==> src/qcr_pkg.sv <==
// Constants shared by the quadrature counter and reference capture core
package qcr_pkg;
  // Register addresses
  localparam logic [6:0] ADDR_CNT_CFG   = 7'h00;
  localparam logic [6:0] ADDR_IDX_CFG   = 7'h01;
  localparam logic [6:0] ADDR_STD_CFG   = 7'h03;
  localparam logic [6:0] ADDR_CH_CFG    = 7'h04;
  localparam logic [6:0] ADDR_POSITION  = 7'h08;
  localparam logic [6:0] ADDR_UPDATE    = 7'h0a;
  localparam logic [6:0] ADDR_CAP_FIRST = 7'h0c;
  localparam logic [6:0] ADDR_CAP_SEC   = 7'h0e;
  localparam logic [6:0] ADDR_REF_DIST  = 7'h10;
  localparam logic [6:0] ADDR_EXCH_FIRST = 7'h20;
  localparam logic [6:0] ADDR_EXCH_LAST = 7'h25;
  localparam logic [6:0] ADDR_INSTR     = 7'h30;
  // Field positions in counter_input_config
  localparam int POS_PARTITION = 0;
  localparam int POS_SWAP0     = 3;
  localparam int POS_INVERT0   = 6;
  // Field positions in index_probe_config
  localparam int POS_PROBE_EDGE = 1;
  localparam int POS_QUALIFY    = 3;
  localparam int POS_CLEAR_EN0  = 5;
  localparam int POS_SINGLE_END = 7;
  // Field positions in input_standard_config and channel config
  localparam int POS_LVDS      = 7;
  localparam int POS_EXCH_SEL  = 3;
  // Instruction byte bits
  localparam int POS_CLR0      = 0;
  localparam int POS_ZC_START  = 3;
  localparam int POS_PROBE     = 4;
  localparam int POS_ACT0      = 5;
  // Reset values
  localparam logic [7:0] RST_CFG = 8'h00;
  // Partition codes
  localparam logic [2:0] PART_24     = 3'h0;
  localparam logic [2:0] PART_24_24  = 3'h1;
  localparam logic [2:0] PART_48     = 3'h2;
  localparam logic [2:0] PART_16     = 3'h3;
  localparam logic [2:0] PART_32     = 3'h4;
  localparam logic [2:0] PART_32_16  = 3'h5;
  localparam logic [2:0] PART_16_16  = 3'h6;
  localparam logic [2:0] PART_16_3   = 3'h7;
  // Probe edge codes
  localparam logic [1:0] EDGE_BOTH    = 2'h0;
  localparam logic [1:0] EDGE_RISE    = 2'h1;
  localparam logic [1:0] EDGE_FALL    = 2'h2;
  // Zero codification states
  typedef enum logic [1:0] {ZC_FIRST, ZC_SECOND, ZC_DONE} qcr_zc_t;
endpackage
==> src/qcr_core.sv <==
// Quadrature counter core with reference distance and touch-probe capture
`timescale 1ns/1ps
module qcr_core
  import qcr_pkg::*;
#(
  parameter int SYNC_STAGES = 2
) (
  input  wire logic        CLK,
  input  wire logic        RST_B,
  input  wire logic        CE,
  input  wire logic        AP,
  input  wire logic        AN,
  input  wire logic        BP,
  input  wire logic        BN,
  input  wire logic        CP,
  input  wire logic        CN,
  input  wire logic        PROBE_PIN,
  input  wire logic        REG_WR,
  input  wire logic        REG_RD,
  input  wire logic [6:0]  REG_ADDR,
  input  wire logic [7:0]  REG_WDATA,
  output logic      [47:0] REG_RDATA,
  output logic      [1:0]  ACT,
  output logic             RX_SINGLE_END,
  output logic             RX_LVDS,
  output logic             REFERENCE_VALID,
  output logic             UPDATE_VALID,
  output logic             PROBE_VALID,
  output logic      [2:0]  DECODE_ERR
);

  logic [7:0]  cfg_cnt;
  logic [7:0]  cfg_idx;
  logic [7:0]  cfg_std;
  logic [7:0]  cfg_ch;
  logic [SYNC_STAGES*7-1:0] sync_chain;
  logic [6:0]  pins;
  logic [2:0]  partition;
  logic        single_end;
  logic        exch_sel;
  logic [1:0]  nch;
  logic [5:0]  off   [3];
  logic [47:0] msk   [3];
  logic [47:0] rd_mask;
  logic [2:0]  a_raw, b_raw, a_now, b_now, a_prev, b_prev;
  logic [2:0]  step_up, step_dn, dec_err;
  logic [1:0]  z_raw, z_act, z_qual, z_qual_prev, idx_has, idx_ev;
  logic        z_ref_prev, ref_idx;
  logic [2:0]  clr;
  logic [47:0] cnt, next_cnt;
  logic [23:0] ref_cnt, update_distance, reference_distance;
  logic [23:0] capture_first, capture_second;
  logic [6:0]  instr;
  logic        probe_prev, probe_ev;
  logic        ref_load;
  logic        wr_instr;
  qcr_zc_t     zc_state;

  assign partition  = cfg_cnt[POS_PARTITION +: 3];
  assign single_end = cfg_idx[POS_SINGLE_END];
  assign exch_sel   = cfg_ch[POS_EXCH_SEL];
  assign wr_instr   = REG_WR && (REG_ADDR == ADDR_INSTR);

  // Configuration registers, plain read/write
  always_ff @(posedge CLK or negedge RST_B) begin
    if (!RST_B) begin
      cfg_cnt <= RST_CFG;
      cfg_idx <= RST_CFG;
      cfg_std <= RST_CFG;
      cfg_ch  <= RST_CFG;
    end else if (CE && REG_WR) begin
      case (REG_ADDR)
        ADDR_CNT_CFG: cfg_cnt <= REG_WDATA;
        ADDR_IDX_CFG: cfg_idx <= REG_WDATA;
        ADDR_STD_CFG: cfg_std <= REG_WDATA;
        ADDR_CH_CFG:  cfg_ch  <= REG_WDATA;
        default: ;
      endcase
    end
  end

  // Instruction strobes live one cycle; actuators keep value
  always_ff @(posedge CLK or negedge RST_B) begin
    if (!RST_B) begin
      instr <= 7'h00;
    end else if (CE) begin
      instr[4:0] <= wr_instr ? REG_WDATA[4:0] : 5'h00;
      if (wr_instr) begin
        instr[6:5] <= REG_WDATA[POS_ACT0 +: 2];
      end
    end
  end

  // Front-end standard straight to the receiver controls
  always_ff @(posedge CLK or negedge RST_B) begin
    if (!RST_B) begin
      RX_SINGLE_END <= 1'b0;
      RX_LVDS       <= 1'b0;
      ACT           <= 2'h0;
    end else if (CE) begin
      RX_SINGLE_END <= single_end;
      RX_LVDS       <= !single_end && cfg_std[POS_LVDS];
      ACT           <= instr[6:5];
    end
  end

  // Pin synchroniser; only the last stage feeds logic
  always_ff @(posedge CLK or negedge RST_B) begin
    if (!RST_B) begin
      sync_chain <= '0;
    end else if (CE) begin
      sync_chain <= {sync_chain[SYNC_STAGES*7-8:0],
                     PROBE_PIN, CN, CP, BN, BP, AN, AP};
    end
  end
  assign pins = sync_chain[SYNC_STAGES*7-1 -: 7];

  // Field layout of the shared 48-bit counter
  always_comb begin
    nch    = 2'd1;
    off[0] = 6'd0;
    off[1] = 6'd0;
    off[2] = 6'd0;
    msk[0] = 48'h0000_00ff_ffff;
    msk[1] = 48'h0;
    msk[2] = 48'h0;
    rd_mask = 48'h0000_00ff_ffff;
    case (partition)
      PART_24: ;
      PART_24_24: begin
        nch = 2'd2; off[1] = 6'd24; msk[1] = 48'h0000_00ff_ffff;
        rd_mask = 48'hffff_ffff_ffff;
      end
      PART_48: begin
        msk[0] = 48'hffff_ffff_ffff; rd_mask = 48'hffff_ffff_ffff;
      end
      PART_16: begin
        msk[0] = 48'h0000_0000_ffff; rd_mask = 48'h0000_0000_ffff;
      end
      PART_32: begin
        msk[0] = 48'h0000_ffff_ffff; rd_mask = 48'h0000_ffff_ffff;
      end
      PART_32_16: begin
        nch = 2'd2; msk[0] = 48'h0000_ffff_ffff;
        off[1] = 6'd32; msk[1] = 48'h0000_0000_ffff;
        rd_mask = 48'hffff_ffff_ffff;
      end
      PART_16_16: begin
        nch = 2'd2; msk[0] = 48'h0000_0000_ffff;
        off[1] = 6'd16; msk[1] = 48'h0000_0000_ffff;
        rd_mask = 48'h0000_ffff_ffff;
      end
      PART_16_3: begin
        nch = 2'd3; msk[0] = 48'h0000_0000_ffff;
        off[1] = 6'd16; msk[1] = 48'h0000_0000_ffff;
        off[2] = 6'd32; msk[2] = 48'h0000_0000_ffff;
        rd_mask = 48'hffff_ffff_ffff;
      end
      default: ;
    endcase
    // Differential receivers only serve one counter
    if (!single_end) begin
      nch = 2'd1;
    end
  end

  // Pin routing to channel A, B and index
  always_comb begin
    a_raw = 3'h0;
    b_raw = 3'h0;
    z_raw = 2'h0;
    if (!single_end) begin
      a_raw[0] = pins[0]; b_raw[0] = pins[2]; z_raw[0] = pins[4];
    end else if (nch == 2'd3) begin
      a_raw = {pins[4], pins[2], pins[0]};
      b_raw = {pins[5], pins[3], pins[1]};
    end else begin
      a_raw[1:0] = {pins[3], pins[0]};
      b_raw[1:0] = {pins[4], pins[1]};
      z_raw      = {pins[5], pins[2]};
    end
  end

  // Per-channel quadrature decode, fourfold edge counting
  for (genvar i = 0; i < 3; i++) begin : g_dec
    assign a_now[i] = cfg_cnt[POS_SWAP0+i] ? b_raw[i] : a_raw[i];
    assign b_now[i] = cfg_cnt[POS_SWAP0+i] ? a_raw[i] : b_raw[i];
    // Both phases moving at once gives no direction
    assign dec_err[i] = (a_now[i] ^ a_prev[i]) && (b_now[i] ^ b_prev[i]);
    assign step_up[i] = !dec_err[i] && (a_now[i] ^ a_prev[i] ^ b_now[i] ^ b_prev[i])
                        && (a_now[i] ^ b_prev[i]);
    assign step_dn[i] = !dec_err[i] && (a_now[i] ^ a_prev[i] ^ b_now[i] ^ b_prev[i])
                        && !(a_now[i] ^ b_prev[i]);

    always_ff @(posedge CLK or negedge RST_B) begin
      if (!RST_B) begin
        a_prev[i]     <= 1'b0;
        b_prev[i]     <= 1'b0;
        DECODE_ERR[i] <= 1'b0;
      end else if (CE) begin
        a_prev[i] <= a_now[i];
        b_prev[i] <= b_now[i];
        // Sticky until that counter's clear instruction (index clears leave it); error wins
        if (dec_err[i] && (i < nch)) begin
          DECODE_ERR[i] <= 1'b1;
        end else if (instr[POS_CLR0+i]) begin
          DECODE_ERR[i] <= 1'b0;
        end
      end
    end
  end

  // Index inversion and A/B qualification
  for (genvar i = 0; i < 2; i++) begin : g_idx
    assign z_act[i]  = z_raw[i] ^ cfg_cnt[POS_INVERT0+i];
    assign z_qual[i] = z_act[i]
        && (a_raw[i] == !cfg_idx[POS_QUALIFY+1])
        && (b_raw[i] == !cfg_idx[POS_QUALIFY]);
    assign idx_ev[i] = idx_has[i] && z_qual[i] && !z_qual_prev[i];
    always_ff @(posedge CLK or negedge RST_B) begin
      if (!RST_B) begin
        z_qual_prev[i] <= 1'b0;
      end else if (CE) begin
        z_qual_prev[i] <= z_qual[i];
      end
    end
  end
  // No index in the three-counter layout
  assign idx_has[0] = (nch != 2'd3);
  assign idx_has[1] = (nch == 2'd2);

  // Reference index ignores qualification on purpose
  assign ref_idx  = idx_has[0] && z_act[0] && !z_ref_prev;
  assign ref_load = (zc_state == ZC_SECOND) && ref_idx
                    && (ref_cnt != 24'h0) && !instr[POS_ZC_START];

  // Counter clears: instruction, early indexes, enabled index
  always_comb begin
    clr    = instr[2:0];
    clr[0] = clr[0] || ref_load || (idx_ev[0] && ((zc_state != ZC_DONE)
             || cfg_idx[POS_CLEAR_EN0]));
    clr[1] = clr[1] || (idx_ev[1] && ((zc_state != ZC_DONE)
             || cfg_idx[POS_CLEAR_EN0+1]));
  end

  // Field-wise update; carries never cross a field boundary
  always_comb begin
    logic [47:0] f;
    f = 48'h0;
    next_cnt = cnt;
    if (!exch_sel) begin
      for (int i = 0; i < 3; i++) begin
        if (i < int'(nch)) begin
          f = (next_cnt >> off[i]) & msk[i];
          if (clr[i]) begin
            f = 48'h0;
          end else if (step_up[i]) begin
            f = f + 48'h1;
          end else if (step_dn[i]) begin
            f = f - 48'h1;
          end
          next_cnt = (next_cnt & ~(msk[i] << off[i]))
                     | ((f & msk[i]) << off[i]);
        end
      end
    end
  end

  // Counter, doubling as exchange buffer when selected
  always_ff @(posedge CLK or negedge RST_B) begin
    if (!RST_B) begin
      cnt <= 48'h0;
    end else if (CE) begin
      if (exch_sel && REG_WR && REG_ADDR >= ADDR_EXCH_FIRST
          && REG_ADDR <= ADDR_EXCH_LAST) begin
        cnt[8*(ADDR_EXCH_LAST - REG_ADDR) +: 8] <= REG_WDATA;
      end else begin
        cnt <= next_cnt;
      end
    end
  end

  // Zero codification sequence, restarted by instruction
  always_ff @(posedge CLK or negedge RST_B) begin
    if (!RST_B) begin
      zc_state <= ZC_FIRST;
    end else if (CE) begin
      if (instr[POS_ZC_START]) begin
        zc_state <= ZC_FIRST;
      end else begin
        case (zc_state)
          ZC_FIRST:  if (ref_idx) zc_state <= ZC_SECOND;
          ZC_SECOND: if (ref_load) zc_state <= ZC_DONE;
          ZC_DONE:   ;
          default:   zc_state <= ZC_FIRST;
        endcase
      end
    end
  end

  // Hidden reference counter and the update register
  always_ff @(posedge CLK or negedge RST_B) begin
    if (!RST_B) begin
      ref_cnt            <= 24'h0;
      z_ref_prev         <= 1'b0;
      update_distance    <= 24'h0;
      reference_distance <= 24'h0;
    end else if (CE) begin
      z_ref_prev <= z_act[0];
      if (ref_idx) begin
        ref_cnt         <= 24'h0;
        update_distance <= ref_cnt;
      end else if (step_up[0]) begin
        ref_cnt <= ref_cnt + 24'h1;
      end else if (step_dn[0]) begin
        ref_cnt <= ref_cnt - 24'h1;
      end
      if (ref_load) begin
        reference_distance <= ref_cnt;
      end
    end
  end

  // Valid flags; a new event wins over a clear
  always_ff @(posedge CLK or negedge RST_B) begin
    if (!RST_B) begin
      REFERENCE_VALID <= 1'b0;
      UPDATE_VALID    <= 1'b0;
      PROBE_VALID     <= 1'b0;
    end else if (CE) begin
      if (ref_load) begin
        REFERENCE_VALID <= 1'b1;
      end else if (instr[POS_ZC_START] || instr[POS_CLR0]) begin
        REFERENCE_VALID <= 1'b0;
      end
      if (ref_idx) begin
        UPDATE_VALID <= 1'b1;
      end else if (REG_RD && REG_ADDR == ADDR_UPDATE) begin
        UPDATE_VALID <= 1'b0;
      end
      if (probe_ev || instr[POS_PROBE]) begin
        PROBE_VALID <= 1'b1;
      end else if (REG_RD && (REG_ADDR == ADDR_CAP_FIRST
                   || REG_ADDR == ADDR_CAP_SEC)) begin
        PROBE_VALID <= 1'b0;
      end
    end
  end

  // Probe pin edge selection
  always_comb begin
    case (cfg_idx[POS_PROBE_EDGE +: 2])
      EDGE_BOTH: probe_ev = pins[6] ^ probe_prev;
      EDGE_RISE: probe_ev = pins[6] && !probe_prev;
      EDGE_FALL: probe_ev = !pins[6] && probe_prev;
      default:   probe_ev = 1'b0;
    endcase
  end

  // Capture pair; only the low 24 bits of the shared counter are taken
  always_ff @(posedge CLK or negedge RST_B) begin
    if (!RST_B) begin
      probe_prev     <= 1'b0;
      capture_first  <= 24'h0;
      capture_second <= 24'h0;
    end else if (CE) begin
      probe_prev <= pins[6];
      if (probe_ev || instr[POS_PROBE]) begin
        capture_second <= capture_first;
        capture_first  <= cnt[23:0];
      end
    end
  end

  // Read port, one cycle after the strobe
  always_ff @(posedge CLK or negedge RST_B) begin
    if (!RST_B) begin
      REG_RDATA <= 48'h0;
    end else if (CE && REG_RD) begin
      case (REG_ADDR)
        ADDR_CNT_CFG:   REG_RDATA <= {40'h0, cfg_cnt};
        ADDR_IDX_CFG:   REG_RDATA <= {40'h0, cfg_idx};
        ADDR_STD_CFG:   REG_RDATA <= {40'h0, cfg_std};
        ADDR_CH_CFG:    REG_RDATA <= {40'h0, cfg_ch};
        ADDR_POSITION:  REG_RDATA <= exch_sel ? cnt
                                     : (cnt & rd_mask);
        ADDR_UPDATE:    REG_RDATA <= {22'h0, update_distance,
                                      !DECODE_ERR[0], !UPDATE_VALID};
        ADDR_CAP_FIRST: REG_RDATA <= {22'h0, capture_first,
                                      !DECODE_ERR[0], !PROBE_VALID};
        ADDR_CAP_SEC:   REG_RDATA <= {22'h0, capture_second,
                                      !DECODE_ERR[0], !PROBE_VALID};
        ADDR_REF_DIST:  REG_RDATA <= {24'h0, reference_distance};
        default:        REG_RDATA <= 48'h0;
      endcase
    end
  end

endmodule

==> config.mk <==
export PLATFORM = sky130hd
export DESIGN_NAME = qcr_core
export DESIGN_NICKNAME = d
export VERILOG_FILES = /design/src/qcr_pkg.sv /design/src/qcr_core.sv
export SDC_FILE = /design/constraint.sdc
export NUM_CORES = 1
export LEC_CHECK = 0
export BUFFER_PORTS_ARGS = -buffer_cell sky130_fd_sc_hd__buf_2
export CAP_MARGIN = 20
export CORE_AREA = 10 10 219 262
export CTS_BUF_LIST = sky130_fd_sc_hd__clkbuf_4 sky130_fd_sc_hd__clkbuf_8
export DETAILED_ROUTE_END_ITERATION = 8
export DIE_AREA = 0 0 229 272
export PLACE_DENSITY = 0.61
export SYNTH_ARGS = -nofsm -noshare
export SYNTH_HDL_FRONTEND = slang
export SYNTH_SLANG_ARGS = --single-unit
==> constraint.sdc <==
create_clock -name CLK -period 12.55 [get_ports CLK]
set_input_delay 0.6275 -clock CLK [delete_from_list [all_inputs] [get_ports CLK]]
set_output_delay 0.6275 -clock CLK [all_outputs]
set_load 0.01 [all_outputs]
==> results.yml, run 1 <==
min_path:
  hold_path.class: "primary input to flip-flop"
  min_from: "BN"
  min_to: "sync_chain[3]$_DFFE_PN0P_"
  holdPathStages: 2
final_layout:
  fin_area_um2: 23200
  layout-drive-gt1-share_pct: 17.1
  nFillCells: 5309
  fin_nets: 2545
  synthToLayoutAreaGrowth_pct: 12.2
global_route:
  grt_pass1_wl_um: 139000
  grt_overflow: 0
  grt_max_degree: 81
  antenna_found_initial: 3
  grt_pass1_vias: 20400
  grt_use_total_pct: 29.4
timing:
  final.period_utilization_pct: 67.1
  tightest_slew_ps: 1160
  drv_slew: 0
  finalHoldViolCount: 0
  setup_viol: 0
  fin_skew_ps: 41.6
  slew_headroom_pct: 22.6
  rsz0062_at_grt: "no"
  setup_tns_ps: 0
  min_period_ps: 8420
  fmax_mhz: 119
power_and_ir_drop:
  leakage_nw: 9.80
  peakVddDrop_v: 0.000128
  p_per_area_nw_per_um2: 181
  total_power_w: 0.00419
routing:
  met2_length_um: 46000
  firstDrtPassIters: 6
  routed_wl_um: 94800
  drc: 0
  drtIter0Drc: 2076
  met1_length_um: 36000
  via_count: 20600
  ant_nets: 0
  avgViaCountPerCell: 6.41
  routedWlPerCell_um: 29.5
  dr_wl_met3_um: 6010
  dr.max_layer_used: "met5"
worst_setup_path:
  path_cells: "mux2i_4 > a211oi_1 > o211ai_1 > buf_4 > inv_2 > a22o_1 > xnor2_1 > o21ai_1 > nand4_1 > nor4_1 > a21oi_1 > xnor2_1 > a21oi_1 > nand2b_1 > inv_1 > ha_1 > nand3_1 > or3_1 > nor4_1 > nand4b_1 > o21a_1 > o32ai_1 > a2bb2oi_1 > o31ai_2"
  crit_buf_inv: 3
  reg2regPathDepth: 24
  critPathKind: "flip-flop to flip-flop"
  cp_max_fo: 46
  critical_path_arrival_ps: 8990
  endpoint_kind: "flip-flop"
  timing.critical_path.from: "cfg_idx[7]$_DFFE_PN0P_"
  crit_slowest_cell: "dfrtp_1"
  critPathMaxStageDelay_ps: 1070
  crit_family: "compound AO/OA/AOI/OAI gates"
  r2r_setup_slack_ps: 4130
  reg2reg_from: "cfg_idx[7]$_DFFE_PN0P_"
  required_ps: 13110
  rr_endpoint: "cnt[46]$_DFFE_PN0P_"
  worstSetupStartpointType: "flip-flop"
clock_tree:
  clock_sinks: 291
  cts_setup_buffers: 0
  cts_tree: "done"
  cts-root-buf: "clkbuf_8"
  cts_buffers: 51
  path_clk_slew_ps: 70
  clk_path_buf_depth: 3
  clock_latency_ps: 660
  htree_levels: 2
place:
  globalplace.congestion: 1.01
  placed_cell_area_um2: 21800
  port_buffers: 84
  dp_hpwl_um: 70100
floorplanning:
  rows: 92
  die-area_um2: 62300
  io_pins: 85
  coreArea_um2: 52300
  die_w_um: 229
  initial_core_util_pct: 39.5
  die_h_um: 272
synthesis:
  yosysUniqueCellTypes: 108
  yosys_most_used_dff: "dfrtp_1"
  ys_top_cells_by_area: "dfrtp_1, mux2_2, nand2_1, o21ai_0, nor2_1"
  ys_top_cells_by_count: "nand2_1, dfrtp_1, nor2_1, o21ai_0, clkbuf_1"
  ys_async_sr_fraction_pct: 100
  synth_largest_area_cell: "dfrtp_1"
  ys_seq_area_share_pct: 35.3
  avgSynthCellArea_um2: 8.47
  synth.yosys.warnings: 0
  ys_ff_latch: 291
  netlist_instances: 2438
  synth_edf_count: 0
  synth_top_area_share_pct: 35.3
  synth.most_common_cell: "nand2_1"
  synth_area_um2: 20600
  syn_nets: 2512
run_status:
  status: "completed"
run:
  max_cap_viol_count: 0
==> state kept, by name (all words and copies together), names as in the netlist, 2 cells and up <==
| register | flops |
|---|---|
| ACT | 2 |
| DECODE_ERR | 3 |
| REG_RDATA | 48 |
| a_prev | 3 |
| b_prev | 3 |
| capture_first | 24 |
| capture_second | 24 |
| cfg_ch | 8 |
| cfg_cnt | 8 |
| cfg_idx | 8 |
| cfg_std | 8 |
| cnt | 48 |
| instr | 7 |
| ref_cnt | 24 |
| reference_distance | 24 |
| sync_chain | 14 |
| update_distance | 24 |
| z_qual_prev | 2 |
| zc_state | 2 |
==> cells by family (layout without fill, tap and decap cells) <==
kind of cell / after synthesis / in the layout / share of synthesized area (%)
compound gates: 710 / 710 / 23.6
xor+xnor: 96 / 96 / 4.11
fa+ha+maj: 47 / 47 / 2.89
buf+inv: 237 / 311 / 4.48
flops: 291 / 291 / 35.3
mux: 149 / 149 / 8.05
other cells: 0 / 1 / 0
simple gates: 908 / 908 / 21.6
==> report_power, final <==
group	leakage [nW]	internal, W	switching [W]	total, W
combinational	5.38	0.000575	0.000953	0.00153
sequential	3.74	0.00117	0.000381	0.00155
clock	0.676	0.000661	0.000454	0.00111
==> metal layers <==
metal | track usage (%) | vias to the layer above
met1 | 33.9 | 10300
met5 | 0 | -
met4 | 18.9 | 2
met2 | 50.2 | 913
met3 | 4.62 | 262
li1 | - | 9168
==> final cells by class <==
| class | count | area (um^2) | share of cell area (%) |
|---|---|---|---|
| multi-input combinational | 1910 | 12500 | 54.0 |
| sequential | 291 | 7280 | 31.4 |
| timing repair buffer | 154 | 970 | 4.19 |
| clock buffer | 68 | 905 | 3.91 |
| tap | 705 | 882 | 3.81 |
| clock inverter | 26 | 377 | 1.63 |
| inverter | 63 | 236 | 1.02 |
| antenna | 1 | 2.50 | 0.0108 |
==> repair_timing <==
action,4_1_cts,5_1_grt
hold endpoints to repair,67,0
hold buffers,1,0
gates resized for setup,0,0
endpoints found under the setup margin,0,0
==> worst reg2reg max path: cells and delay by family, from the launching register on <==
kind	cells	cell delay, ps
AOI/OAI and AO/OA	10	2670
xor gates and xnor gates	2	770
adders and majority gates	1	190
buffers and inverters	3	1030
DFF	1	1070
muxes	1	630
and+or+nand+nor	7	1980
==> placed cells by master, fill, tap and decap left out, types with 32 or more instances in the layout <==
cell,instances
a21o_1,33
a21oi_1,125
a22oi_1,42
a31oi_1,55
and3_1,47
buf_2,85
buf_4,65
clkbuf_8,63
dfrtp_1,291
ha_1,46
inv_1,59
mux2_2,121
nand2_1,304
nand3_1,64
nand4_1,36
nor2_1,179
nor3_1,88
nor4_1,44
o21ai_0,167
xnor2_1,63
xor2_1,32
==> how the worst max path moves through the flow <==
stage / to / slack [ps] / cells after the start
after global placement: cnt[44]$_DFFE_PN0P_ / 4490 / 24
after CTS: cnt[46]$_DFFE_PN0P_ / 4260 / 24
after floorplan: ref_cnt[23]$_DFFE_PN0P_ / 6960 / 25
final: cnt[46]$_DFFE_PN0P_ / 4130 / 24
after global routing: cnt[44]$_DFFE_PN0P_ / 3700 / 24
after detailed placement: cnt[46]$_DFFE_PN0P_ / 4300 / 24
==> metrics by stage <==
| stage | instances | worst slack [ps] | util (%) | hold WS [ps] |
|---|---|---|---|---|
| 6_report | 3218 | 4130 | 44.3 | 204 |
| 2_1_floorplan | 2438 | 6960 | - | 332 |
| 5_1_grt | 3218 | 3700 | 44.3 | 197 |
| 3_3_place_gp | 3118 | 4490 | 41.8 | 457 |
| 3_5_place_dp | 3121 | 4300 | 41.8 | 461 |
| 4_1_cts | 3216 | 4260 | 44.3 | 181 |
Note: power is estimated with default switching activity, not from simulation.
==> run 2: changes to the inputs <==
==> config.mk (replaced) <==
export PLATFORM = sky130hd
export DESIGN_NAME = qcr_core
export DESIGN_NICKNAME = d
export VERILOG_FILES = /design/src/qcr_pkg.sv /design/src/qcr_core.sv
export SDC_FILE = /design/constraint.sdc
export NUM_CORES = 1
export LEC_CHECK = 0
export ABC_AREA = 1
export BUFFER_PORTS_ARGS = -buffer_cell sky130_fd_sc_hd__buf_2
export CAP_MARGIN = 20
export CORE_AREA = 10 10 227 272
export CTS_BUF_LIST = sky130_fd_sc_hd__clkbuf_4 sky130_fd_sc_hd__clkbuf_8
export DETAILED_ROUTE_END_ITERATION = 8
export DIE_AREA = 0 0 237 282
export PLACE_DENSITY = 0.63
export SYNTH_ARGS = -nofsm -noshare
export SYNTH_HDL_FRONTEND = slang
export SYNTH_SLANG_ARGS = --single-unit
==> constraint.sdc (replaced) <==
create_clock -name CLK -period 6.87 [get_ports CLK]
set_input_delay 0.3435 -clock CLK [delete_from_list [all_inputs] [get_ports CLK]]
set_output_delay 0.3435 -clock CLK [all_outputs]
set_load 0.01 [all_outputs]
==> results.yml, run 2 <==
power_and_ir_drop:
  intPower_w: 0.00429
  p_comb_share_pct: 44.8
  peakVddDrop_v: 0.000175
  p_per_area_nw_per_um2: 333
  leakage_nw: 12.0
  total_power_w: 0.00821
  p_seq_share_pct: 33.2
  pwr-share-clk_pct: 22.0
  swShare_pct: 47.7
  p_sw_w: 0.00392
min_path:
  min_to: "cnt[18]$_DFFE_PN0P_"
  holdPathStages: 3
  min_from: "REG_WDATA[2]"
  hold_path.class: "primary input to flip-flop"
synthesis:
  avgSynthCellArea_um2: 6.70
  synthMuxAreaShare_pct: 0.554
  ys_top_cells_by_count: "nand2_1, inv_1, nor2_1, dfrtp_1, o21ai_0"
  yosysUniqueCellTypes: 67
  synth_simple_gate_area_share_pct: 35.5
  synth.yosys.warnings: 0
  syn_nets: 3413
  synth_edf_count: 0
  synth.most_common_cell: "nand2_1"
  synth_largest_area_cell: "dfrtp_1"
  synth_compound_area_share_pct: 16.4
  netlist_instances: 3339
  synth_top_family_by_area: "simple AND/OR/NAND/NOR gates"
  yosys_most_used_dff: "dfrtp_1"
  synth_area_um2: 22400
  ys_top_cells_by_area: "dfrtp_1, nand2_1, o21ai_0, inv_1, nor2_1"
  ys_async_sr_fraction_pct: 100
  ys_seq_area_share_pct: 32.6
  synthXorXnorAreaFrac_pct: 3.33
  synth_top_area_share_pct: 32.6
  synthAdderAreaFrac_pct: 2.66
  ys_ff_latch: 291
final_layout:
  layout-drive-gt1-share_pct: 10.9
  final_common_cell: "nand2_1"
  fin_nets: 3469
  top_regs: "REG_RDATA x48, cnt x48"
  nFillCells: 6009
  layout_common_cells: "nand2_1, inv_1, nor2_1"
  fin_util_pct: 43.6
  synthToLayoutAreaGrowth_pct: 10.2
  fin_area_um2: 24600
worst_setup_path:
  crit_family: "simple AND/OR/NAND/NOR gates"
  reg2regPathDepth: 40
  endpoint_kind: "flip-flop"
  cp_max_fo: 27
  rr_endpoint: "cnt[44]$_DFFE_PN0P_"
  crit_slowest_cell: "dfrtp_1"
  critical_path_arrival_ps: 6410
  critPathKind: "flip-flop to flip-flop"
  crit_buf_inv: 5
  critPathMaxStageDelay_ps: 570
  worstSetupStartpointType: "flip-flop"
  reg2reg_from: "cfg_cnt[0]$_DFFE_PN0P_"
  r2r_setup_slack_ps: 1030
  required_ps: 7440
  cpMostUsedCell: "nand2_1"
timing:
  min_period_ps: 5840
  fmax_mhz: 171
  setup_viol: 0
  setup_tns_ps: 0
  final.period_utilization_pct: 85.0
  finalHoldViolCount: 0
  tightest_slew_ps: 1050
  drv_slew: 0
  fin_skew_ps: 33.6
  slew_headroom_pct: 29.9
  rsz0062_at_grt: "no"
routing:
  ant_nets: 0
  firstDrtPassIters: 9
  routed_wl_um: 95300
  drc: 0
  via_count: 24100
  avgViaCountPerCell: 5.80
  routedWlPerCell_um: 22.9
  drtIter0Drc: 2824
floorplanning:
  initial_core_util_pct: 39.5
  die_h_um: 282
  die_w_um: 237
  io_pins: 85
  rows: 96
  coreArea_um2: 56600
  die-area_um2: 66800
run_status:
  status: "completed"
global_route:
  grt_pass1_wl_um: 143000
  grt_pass1_vias: 22900
  grt_overflow: 0
  grt_use_total_pct: 27.7
  grt_max_degree: 153
  antenna_found_initial: 2
clock_tree:
  htree_levels: 2
  path_clk_slew_ps: 60
  ctsResizeCount: 0
  clk_path_buf_depth: 3
  cts_setup_buffers: 0
  cts_buffers: 51
  ctsHoldBuffers: 8
  cts-root-buf: "clkbuf_8"
  clock_latency_ps: 670
  cts_tree: "done"
  clock_sinks: 291
place:
  dp_hpwl_um: 72800
  globalplace.congestion: 1.08
  placed_cell_area_um2: 23400
  port_buffers: 84
run:
  max_cap_viol_count: 0
## run 2: changes by cell type in the layout (fill, tap and decap cells not counted), moves of 46 or more
cell / change
and3_1: -46
inv_1: +274
mux2_2: -110
nand2_1: +648
nand3_1: +123
nand4_1: +70
nor2_1: +134
o21ai_0: +110
xnor2_1: -48
## run 2: how the worst max path moves through the flow
stage | cells after the start | end | startpoint
final | 40 | cnt[44]$_DFFE_PN0P_ | cfg_cnt[0]$_DFFE_PN0P_
after global routing | 40 | cnt[42]$_DFFE_PN0P_ | cfg_idx[7]$_DFFE_PN0P_
after CTS | 40 | cnt[44]$_DFFE_PN0P_ | cfg_idx[7]$_DFFE_PN0P_
after detailed placement | 43 | cnt[44]$_DFFE_PN0P_ | cfg_cnt[2]$_DFFE_PN0P_
after global placement | 40 | cnt[42]$_DFFE_PN0P_ | cfg_idx[7]$_DFFE_PN0P_
after floorplan | 41 | ref_cnt[22]$_DFFE_PN0P_ | cfg_idx[7]$_DFFE_PN0P_
## run 2: logic make-up (layout without fill, tap and decap cells)
| family | count (synthesis) | after routing |
|---|---|---|
| other | 0 | 1 |
| multiplexers | 11 | 11 |
| AO/OA/AOI/OAI | 626 | 626 |
| adder cells (fa/ha/maj) | 47 | 47 |
| flip-flops | 291 | 291 |
| buffers and inverters | 498 | 588 |
| XOR/XNOR | 85 | 85 |
| AND/OR/NAND/NOR | 1781 | 1781 |
## run 2: metrics by stage
step	std cells	hold WS, ps	setup slack (ps)
after floorplan	3339	47.9	1090
after global placement	4067	426	1260
after detailed placement	4068	423	1230
after CTS	4163	130	1160
after global routing	4165	169	495
final	4165	153	1030
## run 2: per-layer routing
layer / track usage [%] / share of wire [%] / routed length (um) / vias up
met5: 0 / 0.014 / 13 / -
met4: 19.1 / 8.0 / 7600 / 2
met3: 5.02 / 8.6 / 8170 / 363
met2: 43.9 / 45 / 42500 / 1242
met1: 33.7 / 39 / 36900 / 11300
li1: - / - / - / 11300
## run 2: layout make-up
class                           instances  area (um^2)  area share [%]
Multi-Input combinational cell       2550        13100            53.1
Sequential cell                       291         7280            29.6
Inverter                              373         1410            5.74
Clock buffer                           75          976            3.96
Tap cell                              735          920            3.73
Timing Repair Buffer                  128          801            3.25
Clock inverter                         12          155           0.630
Antenna cell                            1         2.50          0.0102
## run 2: worst min-delay path: stages
cell	delay, ps
buf_2	170
a31oi_1	180
a22oi_1	70
## run 2: power by group through the flow
stage               registers [W]  logic, W  clock network, W
global placement          0.00271   0.00353                 0
detailed placement        0.00271   0.00354                 0
finish                    0.00272   0.00368           0.00181
global route              0.00276   0.00402           0.00190
floorplan                 0.00248   0.00245                 0
CTS                       0.00269   0.00356           0.00183
